<file path="config.mk">
export PLATFORM = sky130hd
export DESIGN_NAME = sfc_frame
export DESIGN_NICKNAME = d
export VERILOG_FILES = /design/src/sfc_sync.v /design/src/sfc_frame.v
export VERILOG_INCLUDE_DIRS = /design/src
export SDC_FILE = /design/constraint.sdc
export NUM_CORES = 1
export LEC_CHECK = 0
export BUFFER_PORTS_ARGS = -buffer_cell sky130_fd_sc_hd__clkbuf_2
export CELL_PAD_IN_SITES_DETAIL_PLACEMENT = 0
export CELL_PAD_IN_SITES_GLOBAL_PLACEMENT = 1
export CORE_MARGIN = 4
export CORE_UTILIZATION = 51
export DETAILED_ROUTE_END_ITERATION = 8
export GPL_TIMING_DRIVEN = 0
export PLACE_DENSITY_LB_ADDON = 0.3
export SYNTH_ARGS = -nofsm -noshare
export SYNTH_HDL_FRONTEND = slang
export SYNTH_SLANG_ARGS = --single-unit
</file>
<file path="constraint.sdc">
create_clock -name sys_clk -period 5.05 [get_ports sys_clk]
set_input_delay 0.505 -clock sys_clk [delete_from_list [all_inputs] [get_ports sys_clk]]
set_output_delay 0.505 -clock sys_clk [all_outputs]
set_load 0.1 [all_outputs]
</file>
<file path="src/sfc_defines.vh">
// Constants of the serial flash command framer: opcodes, field layout and power-up timing.
// Behaviour
// - Addressed opcodes take three address bytes: six reserved, nine page, nine byte bits.
// - 53h 58h 60h 81h 83h 88h use page only; 50h upper five; 77h 7Ch none.
// - 84h D1h D4h use byte field only; 03h 0Bh 82h D2h E8h use both.
// - Extra don't-care bytes: one for 0Bh and D4h, four for D2h and E8h.
// - After power-up or reset the serial clock mode defaults to mode 3.
// - After power-up or reset the data output stays high impedance.
// - Decoding starts only after a chip-select falling edge.
// - Each chip-select falling edge picks mode 0 or 3 from the idle clock level.
// - While power-on reset is active all commands are ignored.
// - Writes are accepted at most 20 ms after power-on reset releases.
// - After power-up the device rests in standby until a command arrives.
// - 53h transfers page to buffer, 60h compares, 58h rewrites through buffer.
// - B9h enters deep power-down, ABh resumes from it.
// - D7h reads status, 9Fh reads manufacturer and device identity.
`ifndef SFC_DEFINES_VH
`define SFC_DEFINES_VH
`define SFC_OP_MAIN_READ   8'h03
`define SFC_OP_FAST_READ   8'h0b
`define SFC_OP_BLOCK_ERASE 8'h50
`define SFC_OP_PAGE_XFER   8'h53
`define SFC_OP_REWRITE     8'h58
`define SFC_OP_COMPARE     8'h60
`define SFC_OP_SEC_READ    8'h77
`define SFC_OP_SECT_ERASE  8'h7c
`define SFC_OP_PAGE_ERASE  8'h81
`define SFC_OP_PROG_BUF    8'h82
`define SFC_OP_BUF_PROG_E  8'h83
`define SFC_OP_BUF_WRITE   8'h84
`define SFC_OP_BUF_PROG    8'h88
`define SFC_OP_IDENT       8'h9f
`define SFC_OP_DEEP_DOWN   8'hb9
`define SFC_OP_RESUME      8'hab
`define SFC_OP_BUF_READ_L  8'hd1
`define SFC_OP_ARRAY_READ  8'hd2
`define SFC_OP_BUF_READ    8'hd4
`define SFC_OP_STATUS      8'hd7
`define SFC_OP_ARRAY_CONT  8'he8
`define SFC_PAGE_MSB       17
`define SFC_PAGE_LSB       9
`define SFC_BYTE_MSB       8
`define SFC_ADDR_BYTES     3
`define SFC_CLK_HZ         25000000
`define SFC_PUW_MS         20
`define SFC_PUW_CYCLES     ((`SFC_PUW_MS * `SFC_CLK_HZ) / 1000)
`endif

</file>
<file path="src/sfc_sync.v">
// Two-stage synchroniser for a group of pins.
`timescale 1ns/100ps
`default_nettype none
module sfc_sync #(
  parameter W = 3
) (
  input  wire         clk,
  input  wire         rst,
  input  wire [W-1:0] d,
  output reg  [W-1:0] q
);
  reg [W-1:0] meta_r;
  always @(posedge clk or posedge rst) begin
    if (rst) begin
      meta_r <= {W{1'b0}};
      q      <= {W{1'b0}};
    end else begin
      meta_r <= d;
      q      <= meta_r;
    end
  end
endmodule
`default_nettype wire

</file>
<file path="src/sfc_frame.v">
// Command framer of the serial flash: opcode, address and dummy-byte capture.
`timescale 1ns/100ps
`include "sfc_defines.vh"
`default_nettype none
module sfc_frame #(
  parameter PUW_CYCLES = `SFC_PUW_CYCLES
) (
  input  wire        sys_clk,
  input  wire        sys_rst,
  input  wire        por_active,
  input  wire        cs_n,
  input  wire        sck,
  input  wire        si,
  output reg         so_out,
  output reg         so_oe,
  output reg         mode3_r,
  output reg         standby_r,
  output reg         write_ready_r,
  output reg         deep_down_r,
  output reg         cmd_valid_r,
  output reg  [7:0]  cmd_op_r,
  output reg  [8:0]  page_addr_r,
  output reg  [8:0]  byte_addr_r,
  output reg         use_page_r,
  output reg         use_byte_r,
  output reg         cmd_illegal_r
);
  ////////////////////////////////////////////////////////////////////////////
  localparam S_IDLE = 4'b0001;
  localparam S_OP   = 4'b0010;
  localparam S_ADDR = 4'b0100;
  localparam S_DUMY = 4'b1000;

  // Opcode classes: {addressed, page used, byte used, dummy count[2:0]}.
  // The six reserved address bits are never decoded, whatever the opcode.
  function [5:0] op_class;
    input [7:0] op;
    begin
      case (op)
        `SFC_OP_MAIN_READ, `SFC_OP_PROG_BUF:           op_class = 6'h38;
        `SFC_OP_FAST_READ:                             op_class = 6'h39;
        `SFC_OP_ARRAY_READ, `SFC_OP_ARRAY_CONT:        op_class = 6'h3c;
        `SFC_OP_BUF_WRITE, `SFC_OP_BUF_READ_L:         op_class = 6'h28;
        `SFC_OP_BUF_READ:                              op_class = 6'h29;
        `SFC_OP_BLOCK_ERASE, `SFC_OP_PAGE_XFER, `SFC_OP_REWRITE, `SFC_OP_COMPARE,
        `SFC_OP_PAGE_ERASE, `SFC_OP_BUF_PROG_E, `SFC_OP_BUF_PROG:
                                                       op_class = 6'h30;
        `SFC_OP_SEC_READ, `SFC_OP_SECT_ERASE:          op_class = 6'h20;
        default:                                       op_class = 6'h00;
      endcase
    end
  endfunction

  function is_known;
    input [7:0] op;
    begin
      is_known = (op_class(op) != 6'h00) || (op == `SFC_OP_IDENT) ||
                 (op == `SFC_OP_DEEP_DOWN) || (op == `SFC_OP_RESUME) ||
                 (op == `SFC_OP_STATUS);
    end
  endfunction

  ////////////////////////////////////////////////////////////////////////////
  wire [2:0] pins_s;
  sfc_sync #(.W(3)) u_sync (
    .clk (sys_clk),
    .rst (sys_rst),
    .d   ({cs_n, sck, si}),
    .q   (pins_s)
  );
  wire cs_s  = pins_s[2];
  wire sck_s = pins_s[1];
  wire si_s  = pins_s[0];

  reg        cs_d_r;
  reg        sck_d_r;
  reg [3:0]  st_r;
  reg [2:0]  bit_r;
  reg [1:0]  byte_r;
  reg [7:0]  shift_r;
  reg [23:0] addr_r;
  reg [5:0]  cls_r;
  reg [2:0]  dum_r;
  reg [31:0] puw_cnt_r;

  wire cs_fall  = cs_d_r & ~cs_s;
  wire cs_rise  = ~cs_d_r & cs_s;
  // In mode 0 data is taken on the rising edge; mode 3 idles high and also samples on rising.
  wire sck_rise = ~sck_d_r & sck_s & ~cs_s;
  wire [7:0] byte_in = {shift_r[6:0], si_s};
  wire       byte_done = sck_rise && (bit_r == 3'd7);

  ////////////////////////////////////////////////////////////////////////////
  always @(posedge sys_clk or posedge sys_rst) begin
    if (sys_rst) begin
      // The synchroniser resets low, so the held chip-select level must too;
      // otherwise a false falling edge would start a frame right after reset.
      cs_d_r        <= 1'b0;
      sck_d_r       <= 1'b1;
      st_r          <= S_IDLE;
      bit_r         <= 3'd0;
      byte_r        <= 2'd0;
      shift_r       <= 8'h00;
      addr_r        <= 24'h000000;
      cls_r         <= 6'h00;
      dum_r         <= 3'd0;
      puw_cnt_r     <= 32'h00000000;
      so_out        <= 1'b0;
      so_oe         <= 1'b0;
      mode3_r       <= 1'b1;
      standby_r     <= 1'b1;
      write_ready_r <= 1'b0;
      deep_down_r   <= 1'b0;
      cmd_valid_r   <= 1'b0;
      cmd_op_r      <= 8'h00;
      page_addr_r   <= 9'h000;
      byte_addr_r   <= 9'h000;
      use_page_r    <= 1'b0;
      use_byte_r    <= 1'b0;
      cmd_illegal_r <= 1'b0;
    end else begin
      cs_d_r      <= cs_s;
      sck_d_r     <= sck_s;
      cmd_valid_r <= 1'b0;
      so_out      <= 1'b0;
      so_oe       <= 1'b0;
      if (por_active) begin
        // Frame state, write delay, clock mode and standby are held idle while the supply is below threshold.
        st_r          <= S_IDLE;
        puw_cnt_r     <= 32'h00000000;
        write_ready_r <= 1'b0;
        mode3_r       <= 1'b1;
        standby_r     <= 1'b1;
      end else begin
        // The write delay only runs while the power-on reset is released,
        // so a supply dip restarts it from zero.
        if (!write_ready_r) begin
          if (puw_cnt_r >= PUW_CYCLES - 1)
            write_ready_r <= 1'b1;
          else
            puw_cnt_r <= puw_cnt_r + 32'h00000001;
        end
        // Chip-select edges win over a clock edge in the same cycle, so a
        // cut frame is dropped whole and never shifts in a stray bit.
        if (cs_fall) begin
          mode3_r   <= sck_s;
          standby_r <= 1'b0;
          st_r      <= S_OP;
          bit_r     <= 3'd0;
          byte_r    <= 2'd0;
        end else if (cs_rise) begin
          st_r      <= S_IDLE;
          standby_r <= 1'b1;
        end else if (sck_rise) begin
          shift_r <= byte_in;
          bit_r   <= bit_r + 3'd1;
          case (st_r)
            S_OP: begin
              if (byte_done) begin
                cmd_op_r <= byte_in;
                cls_r    <= op_class(byte_in);
                byte_r   <= 2'd0;
                if (op_class(byte_in) != 6'h00) begin
                  st_r <= S_ADDR;
                end else begin
                  st_r          <= S_IDLE;
                  cmd_illegal_r <= ~is_known(byte_in);
                  cmd_valid_r   <= is_known(byte_in);
                  use_page_r    <= 1'b0;
                  use_byte_r    <= 1'b0;
                  if (byte_in == `SFC_OP_DEEP_DOWN)
                    deep_down_r <= 1'b1;
                  else if (byte_in == `SFC_OP_RESUME)
                    deep_down_r <= 1'b0;
                end
              end
            end
            S_ADDR: begin
              if (byte_done) begin
                addr_r <= {addr_r[15:0], byte_in};
                byte_r <= byte_r + 2'd1;
                if (byte_r == 2'd2) begin
                  dum_r <= cls_r[2:0];
                  st_r  <= (cls_r[2:0] != 3'd0) ? S_DUMY : S_IDLE;
                  if (cls_r[2:0] == 3'd0) begin
                    cmd_valid_r   <= 1'b1;
                    cmd_illegal_r <= 1'b0;
                    // The last address byte is still arriving, so the page sits
                    // in the low ten bits of the two bytes already held.
                    page_addr_r   <= addr_r[9:1];
                    byte_addr_r   <= {addr_r[0], byte_in};
                    use_page_r    <= cls_r[4];
                    use_byte_r    <= cls_r[3];
                    // Block-level commands keep only the five upper page bits.
                    if (cmd_op_r == `SFC_OP_BLOCK_ERASE)
                      page_addr_r <= {addr_r[9:5], 4'h0};
                  end
                end
              end
            end
            S_DUMY: begin
              if (byte_done) begin
                dum_r <= dum_r - 3'd1;
                if (dum_r == 3'd1) begin
                  st_r          <= S_IDLE;
                  cmd_valid_r   <= 1'b1;
                  cmd_illegal_r <= 1'b0;
                  page_addr_r   <= addr_r[`SFC_PAGE_MSB:`SFC_PAGE_LSB];
                  byte_addr_r   <= addr_r[`SFC_BYTE_MSB:0];
                  use_page_r    <= cls_r[4];
                  use_byte_r    <= cls_r[3];
                end
              end
            end
            default: st_r <= S_IDLE;
          endcase
        end
      end
    end
  end
endmodule
`default_nettype wire

</file>
==> impl_metrics.toml, run 1 <==
[cts]
clk-insertion-delay-late_ns = 0.51
cts_inserted_buffers = 17
cts_max_level = 4
max-clock-path-buffers = 2
cts_num_sinks = 115
cts_tree = "done"
clk_root_buffer_cell = "clkbuf_8"
hold_buffers = 0
cts.reportedPaths.clkPinSlew_ns = 0.06
cts_repair_resize_count = 0
cts.repair_timing.setup_buffer_count = 0

[route]
via_per_inst = 5.714
drc_errors = 0
drt_wl_total_um = 12450
drt_iter0_markers = 255
drt_first_pass_iters = 4
routed_len_inst_um = 16.52
final_antenna_net_count = 0
via_count = 4308

[floorplan]
floorplan.initialDensity = 0.5318
core-area_sq_um = 10510
fp.dieArea_sq_um = 12700
die_y_um = 112.7
rows = 37
dieWidth_um = 112.7
io_pins = 42

[setup_path]
rrSetupSlack_ns = 2.67
worstPathCellList = "ha_1, nor3_1, nand3_1, o41ai_1, nand2b_1, o41ai_1"
reg2reg_from = "u_sync.q[2]"
critical_path_class = "reg2reg"
crit_path_top_delay_cell = "nor3_1"
crit-reg2reg-capture = "st_r[3]"
crit_path_start = "u_sync.q[2]"
crit_path_end = "st_r[3]"
critPathMostFrequentCell = "o41ai_1"
cp-start-kind = "register"
slowest_delay_ns = 0.71
path_max_fanout = 8
worstPathRequired_ns = 5.44
cp_data_arrival_time_ns = 2.76
worst_r2r_path_depth = 6
endpoint_kind = "register"

[synthesis]
synthMostInstantiatedCell = "dfrtp_1"
synth.top_cells.by_area = "dfrtp_1, mux2_2, nand2_1, o21ai_0, nor2_1"
ys_seq_area_frac = 0.5158
synth_top_cell_area_share = 0.4970
synth_ff_type = "dfrtp_1"
edff_count_synth = 0
synth.cells.most_frequent = "dfrtp_1, nand2_1, nor2_1, o21ai_0, mux2_2"
syn-cell-area_sq_um = 5589
post_synth_inst_count = 546
synthDistinctLibCells = 68
synth_largest_area_cell = "dfrtp_1"
synth.yosys.warnings = 0
synth.avg_cell_area_sq_um = 10.24
synth_async_sr_flop_share = 1.000
synth.ff_latch_count = 115

[sta]
finalCritPeriodShare = 0.4706
fin_tns_setup_ns = 0
skew_ns = 0.008202
finalSetupViolations = 0
max_slew_margin = 0.3915
rsz0062_at_grt = "no"
hold_viol_final = 0
max_freq_mhz = 420.8
post_layout_min_period_ns = 2.377
worst_pin_slew_ns = 0.9104
maxSlewViolCount = 0

[hold_path]
hold_class = "in2async"

[grt]
number_of_antenna_violations_at_the_first_check_in_global_routing = 0
grt_first_pass_wirelength_um = 21530
grt_max_degree = 71
first_global_vias = 4362
grt_usage = 0.2102
globalRouteOverflowTotal = 0

[layout]
post_route_cells_drive_above_1_share = 0.2217
diodes = 0
finalNetCount = 619
final_cell_area_sq_um = 6558
area_growth_syn_to_layout_pct = 17.33

[status]
outcome = "finished clean"

[place]
place.gp.congestion = 0.8613
postPlaceCellArea_sq_um = 5983
dp_hpwl_um = 8469
placement.io_buffers = 38

[flow_run]
timing.max_cap.violations = 0

[pwr]
leakage_nw = 3.006
pwr_density_cell_nw_per_um2 = 346.0
irDropWorstVdd_uv = 288.3
==> how the worst min path moves through the flow <==
| stage | startpoint | end | slack (ns) | cells past startpoint |
|---|---|---|---|---|
| after floorplan | u_sync.meta_r[0] | u_sync.q[0] | 0.33 | 0 |
| after CTS | sys_rst | addr_r[2] | 0.06 | 2 |
| after detailed placement | u_sync.meta_r[0] | u_sync.q[0] | 0.34 | 0 |
| final | sys_rst | addr_r[2] | 0.04 | 2 |
| after global routing | si | u_sync.meta_r[0] | 0.07 | 1 |
| after global placement | u_sync.meta_r[1] | u_sync.q[1] | 0.33 | 0 |
==> cell families after synthesis <==
logic type,after synthesis,share of synthesized area
multiplexers,32,0.06425
XOR/XNOR,7,0.01097
adder cells (fa/ha/maj),8,0.01791
AND/OR/NAND/NOR,222,0.2196
buffers and inverters,49,0.04186
other,1,0.0006709
flip-flops,115,0.5158
AO/OA/AOI/OAI,112,0.1289
==> routing by layer <==
layer	vias to the layer above	global-route usage	part of all wire
met5	-	0	0
met4	0	0.07292	0.013
met3	14	0.04528	0.029
met2	60	0.3294	0.47
met1	2149	0.2900	0.49
li1	2085	-	-
==> per-stage QoR <==
step	setup slack [ns]	total power [W]	std cells	hold WS (ns)	util
final	2.673	0.002269	754	0.04346	0.6240
after global routing	2.483	0.002355	754	0.06792	0.6240
after CTS	2.661	0.002288	754	0.05509	0.6240
after detailed placement	2.649	0.001130	722	0.3371	0.5694
after global placement	0.2485	0.001125	721	0.3337	0.5665
after floorplan	1.508	0.001088	547	0.3312	-
==> power breakdown <==
part | switching (W) | total, W | internal [W]
sequential | 0.0000138 | 0.000954 | 0.000940
clock | 0.000450 | 0.00115 | 0.000705
combinational | 0.000112 | 0.000160 | 0.0000478
==> sequential cells by signal, indices dropped and copies added (netlist names), 3 cells and up <==
register and flops:
dum_r 3, u_sync.meta_r 3, cmd_op_r 8, shift_r 7, puw_cnt_r 32, u_sync.q 3
st_r 4, page_addr_r 9, byte_addr_r 9, addr_r 18, cls_r 4, bit_r 3
==> final cells by class <==
type / instances / area, sq um
plain buffers: 36 / 185.2
clock buffers: 17 / 414.1
clock inverters: 15 / 160.2
fillers: 873 / 3951
inverters: 13 / 51.30
multi-input cells: 383 / 2476
flip-flops and latches: 115 / 2883
well taps: 136 / 170.2
repair buffers: 39 / 217.7
==> critical path, delay by kind of cell, from the launching register on <==
family	cells	cell delay (ns)
AO/OA/AOI/OAI	2	0.29
flip-flops	1	0.43
AND/OR/NAND/NOR	3	1.23
adder cells (fa/ha/maj)	1	0.30
==> cells in the final DEF, fill, tap and decap left out, types with 3 or more instances in the layout <==
master / Yosys / routed
ha_1: 8 / 8
nand4b_1: 8 / 8
nor3b_1: 6 / 6
xnor2_1: 4 / 4
buf_4: 5 / 5
a31oi_1: 15 / 15
o31ai_1: 5 / 5
clkinv_2: 0 / 3
clkinv_4: 0 / 6
nand2b_1: 3 / 3
nand4_1: 7 / 7
nand2_1: 61 / 61
o21ai_0: 36 / 36
mux2_1: 3 / 3
buf_2: 13 / 13
clkbuf_1: 15 / 15
clkbuf_2: 0 / 38
nor3_1: 5 / 5
dfstp_2: 4 / 4
mux2_2: 28 / 28
clkbuf_16: 0 / 16
inv_1: 13 / 12
dfrtp_1: 111 / 111
and3_1: 8 / 8
nor4b_1: 4 / 4
nor2_1: 36 / 36
o211ai_1: 4 / 4
or3_1: 11 / 11
xor2_1: 3 / 3
nor2b_1: 21 / 21
and2_1: 4 / 4
and4_1: 4 / 4
a21oi_1: 25 / 25
nor4_1: 4 / 4
nand3_1: 24 / 24
a22oi_1: 4 / 4
Note: power is estimated with default switching activity, not from simulation.
==> run 2, diff against run 1 <==
Settings changed: CORE_UTILIZATION 51 to 43.
Clock period 5.05 ns to 2.15 ns, I/O delays scaled along.
==> run 2 against run 1 <==
Compared with the run above:
- critical endpoint is now st_r[0]
- first-iteration DRC count grew 41%
- die area increased by 17%
- non-clock buffer count grew 9
- utilization is 8.0 points lower
- worst hold slack improved by 0.24 ns
- largest power group unchanged
- clock-buffer cell count is 4 higher
==> impl_metrics.toml, run 2 (synthesis results as in run 1) <==
[layout]
layout.area.seq_sq_um = 2883
diodes = 0
finished_core_util = 0.5440
final_cell_mix = "dfrtp_1, nand2_1, clkbuf_2, o21ai_0, nor2_1"
registers_with_the_most_flip_flops = "puw_cnt_r x32, addr_r x18"
fill_cells = 1121
final_cell_area_sq_um = 6893
max_reg_flops = 32
top_reg_by_flops = "puw_cnt_r"
post_route_cells_drive_above_1_share = 0.2488
multi_input_comb_area_sq_um = 2575
commonest_non_fill_non_tap_cell_in_the_layout = "dfrtp_1"
finalNetCount = 628
area_growth_syn_to_layout_pct = 23.33

[floorplan]
die_y_um = 122.0
io_pins = 42
core-area_sq_um = 12670
rows = 41
fp.dieArea_sq_um = 14890
dieWidth_um = 122.0
floorplan.initialDensity = 0.4411

[setup_path]
endpoint_kind = "register"
path_max_fanout = 10
worstPathRequired_ns = 2.46
cp-start-kind = "register"
critical_path_class = "reg2reg"
cp_data_arrival_time_ns = 2.38

[sta]
finalSetupViolations = 0
hold_ws_ns = 0.2836
finalCritPeriodShare = 0.9619
post_layout_min_period_ns = 2.068
worst_pin_slew_ns = 0.8476
postLayoutSetupSlackWorst_ns = 0.08183
skew_ns = 0.009302
hold_viol_final = 0
max_freq_mhz = 483.5
maxSlewViolCount = 0
max_slew_margin = 0.4338

[grt]
first_global_vias = 4166
number_of_antenna_violations_at_the_first_check_in_global_routing = 0
grt_max_degree = 43
grt_first_pass_wirelength_um = 21250
grt_usage = 0.1822
globalRouteOverflowTotal = 0

[place]
dp_hpwl_um = 8660
placement.io_buffers = 38
place.gp.congestion = 0.8419
postPlaceCellArea_sq_um = 6042
detailedPlace.worstSlack_ns = -0.2066

[cts]
cts_num_sinks = 115
cts.reportedPaths.clkPinSlew_ns = 0.05
cts_max_level = 4
clk-insertion-delay-late_ns = 0.41
clk_root_buffer_cell = "clkbuf_16"
cts_inserted_buffers = 17
max-clock-path-buffers = 2
cts_tree = "done"

[hold_path]
hold_class = "in2reg"

[route]
drt_iter0_markers = 359
drt_first_pass_iters = 5
routed_len_inst_um = 15.84
drc_errors = 0
via_per_inst = 5.422
via_count = 4332
final_antenna_net_count = 0
drt_wl_total_um = 12660

[pwr]
total_power_w = 0.005675
pwr_density_cell_nw_per_um2 = 823.4
leakage_nw = 3.110
irDropWorstVdd_uv = 747.7

[status]
outcome = "finished clean"

[flow_run]
timing.max_cap.violations = 0
-- run 2: area by class of cell --
cell class                      count  area share
Sequential cell                   115      0.4182
Multi-Input combinational cell    383      0.3736
Clock buffer                       21     0.06535
Timing Repair Buffer               49     0.04520
Buffer                             35     0.03231
Tap cell                          172     0.03122
Clock inverter                     11     0.02650
Inverter                           13    0.007624
-- run 2: critical path, stage by stage (launching register included) --
cell,delay [ns]
dfrtp_1,0.42
buf_2,0.22
xor2_1,0.17
a21oi_1,0.27
o32ai_2,0.18
or3_1,0.43
o311ai_1,0.27
-- run 2: per-layer routing --
metal	global-route usage	share of wire	vias up
li1	-	-	2109
met1	0.2532	0.48	2115
met2	0.2766	0.47	93
met3	0.04178	0.040	15
met4	0.07283	0.013	0
met5	0	0	-
-- run 2: per-stage QoR --
step | std cells | TNS [ns]
global route | 799 | -0.04783
finish | 799 | 0
floorplan | 547 | 0
CTS | 796 | 0
global placement | 757 | -27.21
detailed placement | 759 | -6.405
-- run 2: final timing paths --
| kind | from | endpoint | slack, ns | cells past startpoint |
|---|---|---|---|---|
| worst max-delay path | u_sync.q[0] | st_r[0] | 0.08 | 6 |
| worst min-delay path | por_active | mode3_r | 0.28 | 3 |
| worst max register to register | u_sync.q[0] | st_r[0] | 0.08 | 6 |
| worst min register to register | u_sync.meta_r[0] | u_sync.q[0] | 0.35 | 0 |
| max in group asynchronous | sys_rst | byte_addr_r[7] | 0.72 | 5 |
| min in group asynchronous | sys_rst | puw_cnt_r[2] | 0.51 | 3 |
-- run 2: power by group --
part	switching, W	internal (W)	leakage [nW]
logic	0.000276	0.000124	1.26
registers	0.0000327	0.00221	1.54
clock network	0.000958	0.00207	0.311
total	0.00127	0.00441	3.11
-- run 2: timing repair --
action                                 4_1_cts  5_1_grt
setup endpoints to repair                   56       54
pin swaps                                    1        4
hold buffers                                 4        0
gates resized for setup                      8       35
endpoints found under the hold margin       36        0
cloned                                       0        1
setup buffers                                1        3
